--- src/rtl/fvd_pkg.sv ---
package fvd_pkg;

    // serial frame: one address byte, then one data word, msb first
    localparam int FVD_ADDR_BITS = 8;
    localparam int FVD_DATA_BITS = 16;

    // write and read addresses; read = write with bit 7 set
    localparam logic [7:0] FVD_ACT_WADDR = 8'h24;
    localparam logic [7:0] FVD_ACT_RADDR = 8'hA4;
    localparam logic [7:0] FVD_HS_WADDR  = 8'h28;
    localparam logic [7:0] FVD_HS_RADDR  = 8'hA8;
    localparam logic [7:0] FVD_LS_WADDR  = 8'h2C;
    localparam logic [7:0] FVD_LS_RADDR  = 8'hAC;
    localparam int         FVD_RD_BIT    = 7;

    // field positions in the drain monitor words
    localparam int FVD_FIL_LSB   = 12;
    localparam int FVD_THR_U_LSB = 8;
    localparam int FVD_THR_V_LSB = 4;
    localparam int FVD_THR_W_LSB = 0;

    // field positions in the fault action word
    localparam int FVD_ACT_HS_LSB = 4;
    localparam int FVD_ACT_LS_LSB = 0;

    // values after reset and highest defined codes
    localparam logic [1:0] FVD_FIL_RST = 2'h0;
    localparam logic [3:0] FVD_THR_RST = 4'h4;
    localparam logic [3:0] FVD_THR_MAX = 4'hB;
    localparam logic [3:0] FVD_ACT_RST = 4'h7;
    localparam logic [3:0] FVD_ACT_MAX = 4'h9;

    // deglitch filter times and their cycle counts at the core clock
    localparam int FVD_CLK_PERIOD_PS = 5000;
    localparam int FVD_FIL_TIME_US [4] = '{6, 8, 10, 12};
    localparam int FVD_FIL_CYC [4] = '{
        FVD_FIL_TIME_US[0] * 1000000 / FVD_CLK_PERIOD_PS,
        FVD_FIL_TIME_US[1] * 1000000 / FVD_CLK_PERIOD_PS,
        FVD_FIL_TIME_US[2] * 1000000 / FVD_CLK_PERIOD_PS,
        FVD_FIL_TIME_US[3] * 1000000 / FVD_CLK_PERIOD_PS
    };

endpackage : fvd_pkg

--- src/rtl/fvd_det_if.sv ---
`timescale 1ns/10ps
`default_nettype none

// comparator levels, filter selects and filtered faults
interface fvd_det_if;
    logic [5:0] cmp;
    logic [1:0] hs_fil;
    logic [1:0] ls_fil;
    logic [5:0] fault;

    modport ctrl (output cmp, output hs_fil, output ls_fil, input fault);
    modport filt (input cmp, input hs_fil, input ls_fil, output fault);
endinterface : fvd_det_if

`default_nettype wire

--- src/rtl/fvd_sync.sv ---
`timescale 1ns/10ps
`default_nettype none

module fvd_sync #(
    parameter int         W       = 1,
    parameter logic [W-1:0] RST_VAL = '0
) (
    input  wire logic         core_clk,
    input  wire logic         sys_rst,
    input  wire logic [W-1:0] async_in,
    output logic      [W-1:0] sync_out
);
    logic [W-1:0] s1_ff;
    logic [W-1:0] s2_ff;
    logic [W-1:0] s3_ff;
    logic [W-1:0] out_ff;
    logic [W-1:0] nxt_out;

    generate
        if (W < 1) begin : g_bad_width
            $error("fvd_sync: width must be at least one");
        end
    endgenerate

    // a bit moves only when stages two and three agree
    assign nxt_out  = (~(s2_ff ^ s3_ff) & s3_ff) | ((s2_ff ^ s3_ff) & out_ff);
    assign sync_out = out_ff;

    // s1 feeds s2 only; metastability settles there
    always_ff @(posedge core_clk or posedge sys_rst) begin
        if (sys_rst) begin
            s1_ff  <= RST_VAL;
            s2_ff  <= RST_VAL;
            s3_ff  <= RST_VAL;
            out_ff <= RST_VAL;
        end else begin
            s1_ff  <= async_in;
            s2_ff  <= s1_ff;
            s3_ff  <= s2_ff;
            out_ff <= nxt_out;
        end
    end
endmodule : fvd_sync

`default_nettype wire

--- src/rtl/fvd_deglitch.sv ---
`timescale 1ns/10ps
`default_nettype none

module fvd_deglitch #(
    parameter int CNT_W = 12
) (
    input  wire logic core_clk,
    input  wire logic sys_rst,
    fvd_det_if.filt   det
);
    generate
        if ((2 ** CNT_W) <= fvd_pkg::FVD_FIL_CYC[3]) begin : g_bad_cnt
            $error("fvd_deglitch: counter too narrow for longest filter");
        end
    endgenerate

    // cycle count for a filter code
    function automatic logic [CNT_W-1:0] fil_cycles(input logic [1:0] code);
        logic [CNT_W-1:0] cyc;
        cyc = CNT_W'(fvd_pkg::FVD_FIL_CYC[code]);
        return cyc;
    endfunction : fil_cycles

    // channels 0..2 are high side u/v/w, 3..5 low side u/v/w
    genvar ch;
    generate
        for (ch = 0; ch < 6; ch++) begin : g_ch
            logic [CNT_W-1:0] cnt_ff;
            logic             fault_ff;
            wire  [1:0]       code  = (ch < 3) ? det.hs_fil : det.ls_fil;
            wire  [CNT_W-1:0] lim   = fil_cycles(code);
            wire              reach = (cnt_ff >= lim - CNT_W'(1));

            // any low sample restarts the window; fault only after a full run
            always_ff @(posedge core_clk or posedge sys_rst) begin
                if (sys_rst) begin
                    cnt_ff   <= '0;
                    fault_ff <= 1'b0;
                end else if (!det.cmp[ch]) begin
                    cnt_ff   <= '0;
                    fault_ff <= 1'b0;
                end else if (reach) begin
                    fault_ff <= 1'b1;
                end else begin
                    cnt_ff   <= cnt_ff + CNT_W'(1);
                end
            end

            assign det.fault[ch] = fault_ff;
        end
    endgenerate
endmodule : fvd_deglitch

`default_nettype wire

--- src/rtl/fvd_cfg_top.sv ---
`timescale 1ns/10ps
`default_nettype none

// Notes on behaviour
// - high-side monitor word written at 0x28, read back at 0xA8.
// - low-side monitor word written at 0x2C, read back at 0xAC.
// - high-side bits 13:12 pick filter 6/8/10/12 us; reset 00.
// - low-side bits 13:12 pick filter 6/8/10/12 us; reset 00.
// - high-side bits 11:8 set u threshold 0.1-1.2 V; reset 0100.
// - high-side bits 7:4 set v threshold 0.1-1.2 V; reset 0100.
// - high-side bits 3:0 set w threshold 0.1-1.2 V; reset 0100.
// - low-side bits 11:8 set u threshold 0.1-1.2 V; reset 0100.
// - low-side bits 7:4 set v threshold 0.1-1.2 V; reset 0100.
// - low-side bits 3:0 set w threshold 0.1-1.2 V; reset 0100.
// - undefined code in a written field leaves that field unchanged.
// - separate high and low side fault action fields select response.

module fvd_cfg_top (
    input  wire logic        core_clk,
    input  wire logic        sys_rst,
    input  wire logic        spi_sclk,
    input  wire logic        spi_cs_n,
    input  wire logic        spi_mosi,
    input  wire logic [5:0]  vds_cmp,
    output logic             spi_miso,
    output logic             spi_miso_oe,
    output logic [1:0]       hs_fil_code,
    output logic [11:0]      hs_thr_code,
    output logic [1:0]       ls_fil_code,
    output logic [11:0]      ls_thr_code,
    output logic [3:0]       high_side_fault_action,
    output logic [3:0]       low_side_fault_action,
    output logic [5:0]       vds_fault
);
    typedef enum logic [2:0] {
        ST_IDLE,
        ST_ADDR,
        ST_DATA,
        ST_DONE,
        ST_SKIP
    } fvd_spi_st_t;

    localparam int SYNC_W = 9;
    // chip select idles high so reset does not fake a frame edge
    localparam logic [SYNC_W-1:0] SYNC_RST = 9'h002;

    logic [SYNC_W-1:0] sync_bus;
    fvd_spi_st_t       state_ff;
    fvd_spi_st_t       nxt_state;
    logic [3:0]        bit_cnt_ff;
    logic [3:0]        nxt_bit_cnt;
    logic [15:0]       rx_sh_ff;
    logic [7:0]        addr_ff;
    logic [7:0]        nxt_addr;
    logic [15:0]       data_ff;
    logic [15:0]       nxt_data;
    logic [15:0]       tx_sh_ff;
    logic [15:0]       nxt_tx_sh;
    logic              sclk_prev_ff;
    logic              cs_prev_ff;
    logic              miso_ff;
    logic              miso_oe_ff;
    logic [1:0]        hs_fil_ff;
    logic [1:0]        ls_fil_ff;
    logic [11:0]       hs_thr_ff;
    logic [11:0]       ls_thr_ff;
    logic [3:0]        hs_act_ff;
    logic [3:0]        ls_act_ff;
    logic [15:0]       rd_data;

    // pins cross into the core clock through the three-stage filter
    fvd_sync #(
        .W       (SYNC_W),
        .RST_VAL (SYNC_RST)
    ) u_sync (
        .core_clk (core_clk),
        .sys_rst  (sys_rst),
        .async_in ({vds_cmp, spi_sclk, spi_cs_n, spi_mosi}),
        .sync_out (sync_bus)
    );

    // decoded pin levels and edges
    wire sclk_s    = sync_bus[2];
    wire cs_n_s    = sync_bus[1];
    wire mosi_s    = sync_bus[0];
    wire sclk_rise = sclk_s & ~sclk_prev_ff;
    wire sclk_fall = ~sclk_s & sclk_prev_ff;
    wire cs_fall   = ~cs_n_s & cs_prev_ff;
    wire cs_rise   = cs_n_s & ~cs_prev_ff;

    // shift register view with the bit being sampled now
    wire [15:0] rx_next = {rx_sh_ff[14:0], mosi_s};
    wire [7:0]  addr_in = rx_next[7:0];

    // read decode on the address as it completes
    wire rd_hs  = (addr_in == fvd_pkg::FVD_HS_RADDR);
    wire rd_ls  = (addr_in == fvd_pkg::FVD_LS_RADDR);
    wire rd_act = (addr_in == fvd_pkg::FVD_ACT_RADDR);

    // read words; top two bits and unused bits always zero
    wire [15:0] hs_word  = {2'b00, hs_fil_ff, hs_thr_ff};
    wire [15:0] ls_word  = {2'b00, ls_fil_ff, ls_thr_ff};
    wire [15:0] act_word = {8'h00, hs_act_ff, ls_act_ff};

    // unmapped reads answer all zeros
    assign rd_data = rd_hs  ? hs_word  :
                     rd_ls  ? ls_word  :
                     rd_act ? act_word : 16'h0000;

    // a write commits only for a frame of exactly 24 clocks
    wire wr_go  = (state_ff == ST_DONE) & cs_rise & ~addr_ff[fvd_pkg::FVD_RD_BIT];
    wire wr_hs  = wr_go & (addr_ff == fvd_pkg::FVD_HS_WADDR);
    wire wr_ls  = wr_go & (addr_ff == fvd_pkg::FVD_LS_WADDR);
    wire wr_act = wr_go & (addr_ff == fvd_pkg::FVD_ACT_WADDR);

    // frame sequencer; chip select rising always ends the frame
    always_comb begin
        nxt_state   = state_ff;
        nxt_bit_cnt = bit_cnt_ff;
        nxt_addr    = addr_ff;
        nxt_data    = data_ff;
        nxt_tx_sh   = tx_sh_ff;
        case (state_ff)
            ST_IDLE: begin
                if (cs_fall) begin
                    nxt_state   = ST_ADDR;
                    nxt_bit_cnt = 4'h0;
                end
            end
            ST_ADDR: begin
                if (cs_rise) begin
                    nxt_state = ST_IDLE;
                end else if (sclk_rise) begin
                    nxt_bit_cnt = bit_cnt_ff + 4'h1;
                    if (bit_cnt_ff == 4'(fvd_pkg::FVD_ADDR_BITS - 1)) begin
                        nxt_addr    = addr_in;
                        nxt_tx_sh   = rd_data;
                        nxt_bit_cnt = 4'h0;
                        nxt_state   = ST_DATA;
                    end
                end
            end
            ST_DATA: begin
                if (cs_rise) begin
                    nxt_state = ST_IDLE;
                end else if (sclk_rise) begin
                    nxt_bit_cnt = bit_cnt_ff + 4'h1;
                    if (bit_cnt_ff == 4'(fvd_pkg::FVD_DATA_BITS - 1)) begin
                        nxt_data  = rx_next;
                        nxt_state = ST_DONE;
                    end
                end
                if (sclk_fall) begin
                    nxt_tx_sh = {tx_sh_ff[14:0], 1'b0};
                end
            end
            ST_DONE: begin
                // a 25th clock makes the frame too long; drop it
                if (cs_rise) begin
                    nxt_state = ST_IDLE;
                end else if (sclk_rise) begin
                    nxt_state = ST_SKIP;
                end
            end
            ST_SKIP: begin
                if (cs_rise) begin
                    nxt_state = ST_IDLE;
                end
            end
            default: begin
                nxt_state = ST_IDLE;
            end
        endcase
    end

    // sequencer registers
    always_ff @(posedge core_clk or posedge sys_rst) begin
        if (sys_rst) begin
            state_ff   <= ST_IDLE;
            bit_cnt_ff <= 4'h0;
            addr_ff    <= 8'h00;
            data_ff    <= 16'h0000;
            tx_sh_ff   <= 16'h0000;
        end else begin
            state_ff   <= nxt_state;
            bit_cnt_ff <= nxt_bit_cnt;
            addr_ff    <= nxt_addr;
            data_ff    <= nxt_data;
            tx_sh_ff   <= nxt_tx_sh;
        end
    end

    // edge history and receive shifter
    always_ff @(posedge core_clk or posedge sys_rst) begin
        if (sys_rst) begin
            sclk_prev_ff <= 1'b0;
            cs_prev_ff   <= 1'b1;
            rx_sh_ff     <= 16'h0000;
        end else begin
            sclk_prev_ff <= sclk_s;
            cs_prev_ff   <= cs_n_s;
            if (cs_fall) begin
                rx_sh_ff <= 16'h0000;
            end else if (sclk_rise) begin
                rx_sh_ff <= rx_next;
            end
        end
    end

    // read data leaves on falling sclk so the host samples on rising
    always_ff @(posedge core_clk or posedge sys_rst) begin
        if (sys_rst) begin
            miso_ff    <= 1'b0;
            miso_oe_ff <= 1'b0;
        end else begin
            miso_oe_ff <= ~cs_n_s;
            if (cs_n_s) begin
                miso_ff <= 1'b0;
            end else if (sclk_fall && state_ff == ST_DATA) begin
                miso_ff <= tx_sh_ff[15];
            end
        end
    end

    // filter selects: every two-bit code is defined
    always_ff @(posedge core_clk or posedge sys_rst) begin
        if (sys_rst) begin
            hs_fil_ff <= fvd_pkg::FVD_FIL_RST;
            ls_fil_ff <= fvd_pkg::FVD_FIL_RST;
        end else begin
            if (wr_hs) begin
                hs_fil_ff <= data_ff[fvd_pkg::FVD_FIL_LSB +: 2];
            end
            if (wr_ls) begin
                ls_fil_ff <= data_ff[fvd_pkg::FVD_FIL_LSB +: 2];
            end
        end
    end

    // thresholds per phase; nibble 2 is u, 1 is v, 0 is w
    genvar ph;
    generate
        for (ph = 0; ph < 3; ph++) begin : g_thr
            wire [3:0] wv    = data_ff[ph*4 +: 4];
            wire       legal = (wv <= fvd_pkg::FVD_THR_MAX);
            always_ff @(posedge core_clk or posedge sys_rst) begin
                if (sys_rst) begin
                    hs_thr_ff[ph*4 +: 4] <= fvd_pkg::FVD_THR_RST;
                    ls_thr_ff[ph*4 +: 4] <= fvd_pkg::FVD_THR_RST;
                end else begin
                    if (wr_hs && legal) begin
                        hs_thr_ff[ph*4 +: 4] <= wv;
                    end
                    if (wr_ls && legal) begin
                        ls_thr_ff[ph*4 +: 4] <= wv;
                    end
                end
            end
        end
    endgenerate

    // fault action codes above the last defined one are dropped
    wire [3:0] act_hs_in = data_ff[fvd_pkg::FVD_ACT_HS_LSB +: 4];
    wire [3:0] act_ls_in = data_ff[fvd_pkg::FVD_ACT_LS_LSB +: 4];
    wire       act_hs_ok = (act_hs_in <= fvd_pkg::FVD_ACT_MAX);
    wire       act_ls_ok = (act_ls_in <= fvd_pkg::FVD_ACT_MAX);

    // response selects, one per side
    always_ff @(posedge core_clk or posedge sys_rst) begin
        if (sys_rst) begin
            hs_act_ff <= fvd_pkg::FVD_ACT_RST;
            ls_act_ff <= fvd_pkg::FVD_ACT_RST;
        end else begin
            if (wr_act && act_hs_ok) begin
                hs_act_ff <= act_hs_in;
            end
            if (wr_act && act_ls_ok) begin
                ls_act_ff <= act_ls_in;
            end
        end
    end

    // comparator filtering lives in its own module
    fvd_det_if u_det_if ();

    assign u_det_if.cmp    = sync_bus[8:3];
    assign u_det_if.hs_fil = hs_fil_ff;
    assign u_det_if.ls_fil = ls_fil_ff;

    fvd_deglitch #(
        .CNT_W (12)
    ) u_deglitch (
        .core_clk (core_clk),
        .sys_rst  (sys_rst),
        .det      (u_det_if.filt)
    );

    // all outputs come from flops
    assign spi_miso               = miso_ff;
    assign spi_miso_oe            = miso_oe_ff;
    assign hs_fil_code            = hs_fil_ff;
    assign ls_fil_code            = ls_fil_ff;
    assign hs_thr_code            = hs_thr_ff;
    assign ls_thr_code            = ls_thr_ff;
    assign high_side_fault_action = hs_act_ff;
    assign low_side_fault_action  = ls_act_ff;
    assign vds_fault              = u_det_if.fault;
endmodule : fvd_cfg_top

`default_nettype wire

--- config.mk ---
export PLATFORM = sky130hd
export DESIGN_NAME = fvd_cfg_top
export DESIGN_NICKNAME = d
export VERILOG_FILES = /design/src/rtl/fvd_pkg.sv /design/src/rtl/fvd_det_if.sv /design/src/rtl/fvd_sync.sv /design/src/rtl/fvd_deglitch.sv /design/src/rtl/fvd_cfg_top.sv
export SDC_FILE = /design/constraint.sdc
export NUM_CORES = 1
export LEC_CHECK = 0
export BUFFER_PORTS_ARGS = -buffer_cell sky130_fd_sc_hd__buf_2
export CAP_MARGIN = 15
export CORE_MARGIN = 2
export CORE_UTILIZATION = 56
export CTS_CLUSTER_DIAMETER = 50
export DETAILED_ROUTE_END_ITERATION = 10
export HOLD_SLACK_MARGIN = 0.15
export PLACE_DENSITY_LB_ADDON = 0.12
export SYNTH_ARGS = -nofsm -noshare
export SYNTH_HDL_FRONTEND = slang
export SYNTH_HIERARCHICAL = 1
export SYNTH_SLANG_ARGS = --single-unit
export TNS_END_PERCENT = 10
--- constraint.sdc ---
create_clock -name core_clk -period 9.3 [get_ports core_clk]
set_input_delay 1.395 -clock core_clk [delete_from_list [all_inputs] [get_ports core_clk]]
set_output_delay 1.395 -clock core_clk [all_outputs]
set_load 0.02 [all_outputs]
==> out/qor.csv <==
stage,metric,value,unit
status,status,finished clean,
placed_design,RePlAce Congestion,0.809,
drt,WL/cell,16.6,um
clocking,number of setup buffers added after CTS,0,
setup_path,Startpoint Class,register,
timing,Worst slew margin,33.4,%
finish,fin nets,1105,
finish,Antenna diodes,0,
timing,fmax,305,MHz
clocking,Worst-Skew Late Latency,510,ps
floorplanning,Die Height,143,um
timing,Setup Skew,6.94,ps
global_routing,first-pass GRT wire length,36700,um
setup_path,crit path DAT,3720,ps
finish,area grow syn2layout,12.1,%
global_routing,GRT Residual Overflow,0,
synth,Yosys top cell area share,45.0,%
synth,"top cells by area, synth","dfrtp_1 45%, ha_1 6.8%, mux2_2 4.9%, mux2i_1 4.1%, dfstp_2 4.1%",
finish,Final Util,64.4,%
clocking,"Hold-fix buffers, CTS",0,
synth,mux share of post-synthesis cell area,11.0,%
floorplanning,die width,143,um
global_routing,largest net degree at the start of global routing,64,
synth,Synth Area in Compound Gates,9.84,%
synth,asr flop ratio synth,100,%
synth,Adder-Cell Fraction of Synth Area,8.22,%
placed_design,PortBufs,54,
drt,number of routed nets with antenna violations,0,
placed_design,hpwl dp,14900,um
drt,DRT Pass-1 Iters,5,
clocking,CTS buffer count,25,
drt,DR vias,7442,
timing,setup violation total in the final timing report,0,
synth,Syn Nets,1061,
timing,"Slew Viols, Final",0,
finish,fill cell count,1543,
clocking,post_cts resized,0,
drt,Iter 0 DRT Violations,392,
floorplanning,row count,50,
drt,drt total wl,21800,um
power,PwrDens,177,mW/mm^2
drt,Residual DRC,0,
job,number of maximum-capacitance violations,0,
synth,Synth Area in XOR/XNOR,2.18,%
synth,syn_area_per_cell,11.0,um^2
setup_path,"critical path fanouts, max",14,
finish,Finished Cell Area,0.0122,mm^2
timing,unrepaired setup endpoints after global routing,no,
min_path,worst hold path class,reg -> reg,
timing,endpoints failing hold,0,
clocking,CTS tree,built,
setup_path,crit end category,register,
clocking,H-tree Lvls,1,
synth,sequential share of the synthesized area,49.1,%
synth,"area leader, netlist",dfrtp_1,
global_routing,antenna violations before repair,0,
power,leakage power,5.82,nW
finish,share of cells above drive strength 1,21.5,%
synth,number of flops mapped to enable cells by yosys,0,
min_path,WHS Path Cells,0,
finish,Final Instance Count excl. Fillers,1314,
global_routing,Total GRT Usage,22.0,%
synth,yosys warns,6,
floorplanning,core area,0.0189,mm^2
setup_path,kind of critical path,reg -> reg,
power,Total Power,2.15,mW
power,Peak VDD IR,0.000155,V
placed_design,placed instance count,1268,
setup_path,CP required,9730,ps
setup_path,Critical Path Start,hs_fil_code[1],
synth,flop and latch count out of synthesis,212,
global_routing,vias in the first global route,7196,
floorplanning,Die ar.,0.0205,mm^2
clocking,clk slew on worst S/H paths,60,ps
setup_path,Reg2Reg Depth,10,
clocking,clk root buf,clkbuf_16,
drt,vias per std cell,5.66,
timing,min Tclk post-route,3280,ps
synth,Mapped Cells,991,
synth,Synth Cell Area,0.0109,mm^2
min_path,HP Start,u_sync/s1_ff[6],
clocking,CTS Sinks,212,
placed_design,DP Area,0.0113,mm^2
synth,main combinational cell family by area after synthesis,simple AND/OR/NAND/NOR gates,
synth,Netlist cell types,71,
clocking,clk buf depth,3,
timing,Setup TNS,0,ps
floorplanning,IO Pins,55,
synth,Post-synth top flop,dfrtp_1,
setup_path,FF-to-FF Start,hs_fil_code[1],
timing,crit share post-route,35.3,%
synth,Post-Synth Simple-Gate Area,16.3,%
timing,worst slew pin tran,995,ps
floorplanning,starting density of the core,57.5,%
[routing by layer]
metal	vias up	part of all wire, %	GRT usage (%)
met5	-	0	0
met4	0	2.0	4.80
met3	31	3.3	2.78
met2	123	48	36.4
met1	3666	47	31.2
li1	3622	-	-
[state kept, by name (all words and copies together) (netlist names), 9 cells and up, named ones only]
signal	cells
data_ff	14
hs_thr_code	12
u_sync/s3_ff	9
rx_sh_ff	13
u_sync/s1_ff	9
ls_thr_code	12
tx_sh_ff	16
u_deglitch/g_ch.cnt_ff	72
u_sync/s2_ff	9
[kinds of logic (layout without fill, tap and decap cells)]
kind of cell | Yosys count | in the layout
compound gates | 150 | 150
mux | 108 | 108
xor+xnor | 27 | 27
simple gates | 335 | 335
buf+inv | 86 | 149
fa+ha+maj | 73 | 73
flops | 212 | 212
[stage by stage]
stage | hold WS [ps] | worst slack [ps]
3_5_place_dp | 335 | 6030
5_1_grt | 355 | 5720
3_3_place_gp | 332 | 6140
4_1_cts | 348 | 6000
6_report | 347 | 6020
2_1_floorplan | 331 | 5360
[layout make-up]
class	count	area [um^2]	share of cell area, %
clock buffers	34	719	5.91
well taps	260	325	2.67
inverters	43	165	1.36
repair buffers	60	315	2.59
clock inverters	12	155	1.28
multi-input cells	693	5160	42.4
flip-flops and latches	212	5330	43.8
[final timing paths]
check,endpoint,slack (ps)
min in group asynchronous,u_deglitch/g_ch[2].fault_ff,900
hold reg to reg,u_sync/s2_ff[6],350
max in group asynchronous,hs_fil_code[0],7200
hold / removal,u_sync/s2_ff[6],350
setup reg to reg,u_deglitch/g_ch[0].cnt_ff[7],6020
setup / recovery,u_deglitch/g_ch[0].cnt_ff[7],6020
[worst max-delay path: stages, from the launching register on]
cell	delay (ps)
dfrtp_1	540
inv_1	240
ha_1	250
or2_2	330
ha_1	190
nor3_1	180
a211oi_1	100
maj3_1	400
a21oi_2	540
nand3_1	220
mux2i_1	210
[power breakdown]
part	internal [mW]	switching (mW)	total [mW]
clock	0.627	0.382	1.01
combinational	0.0578	0.0758	0.134
sequential	0.960	0.0512	1.01
total	1.64	0.509	2.15
[Yosys cell counts, types with 6 or more instances]
| master | n |
|---|---|
| nor3_1 | 29 |
| nor2_1 | 42 |
| mux2_1 | 8 |
| and3_1 | 22 |
| maj3_2 | 11 |
| nor2b_1 | 8 |
| nand3_1 | 24 |
| clkbuf_1 | 17 |
| nand2b_1 | 30 |
| or2_2 | 6 |
| dfrtp_1 | 195 |
| o21ai_0 | 21 |
| a22oi_1 | 8 |
| o21ba_2 | 8 |
| a211oi_1 | 19 |
| o22a_1 | 6 |
| mux2i_1 | 45 |
| mux2_4 | 8 |
| inv_1 | 43 |
| and4_1 | 10 |
| ha_1 | 59 |
| and2_1 | 13 |
| buf_4 | 8 |
| xnor2_1 | 24 |
| a21oi_1 | 46 |
| buf_2 | 11 |
| a211o_1 | 6 |
| nand2_1 | 103 |
| a31o_2 | 6 |
| mux2_2 | 47 |
| dfstp_2 | 17 |
| nand4_1 | 22 |
[cell usage in the layout (no fill, tap or decap), types with 4 or more instances in the layout]
cell type / netlist / layout
mux2_1: 8 / 8
nor2b_1: 8 / 8
nand4_1: 22 / 22
xnor2_1: 24 / 24
and2_1: 13 / 13
a31o_2: 6 / 6
mux2_2: 47 / 47
nor2_1: 42 / 42
a22oi_1: 8 / 8
mux2i_1: 45 / 45
a21oi_1: 46 / 46
or2_2: 6 / 6
nand2b_1: 30 / 30
nor3_1: 29 / 29
a21oi_2: 5 / 5
clkinv_2: 0 / 4
dfrtp_1: 195 / 195
maj3_2: 11 / 11
dfstp_2: 17 / 17
ha_1: 59 / 59
inv_1: 43 / 40
nand3_1: 24 / 24
nand2_1: 103 / 103
o21ai_0: 21 / 21
clkbuf_8: 0 / 6
a2bb2oi_1: 4 / 4
mux2_4: 8 / 8
buf_4: 8 / 6
and4_1: 10 / 10
a211o_1: 6 / 6
buf_2: 11 / 54
and3_1: 22 / 22
o22a_1: 6 / 6
nand3b_1: 5 / 5
a211oi_1: 19 / 19
clkbuf_16: 0 / 25
o21ba_2: 8 / 8
(Power assumes the default switching activity.)
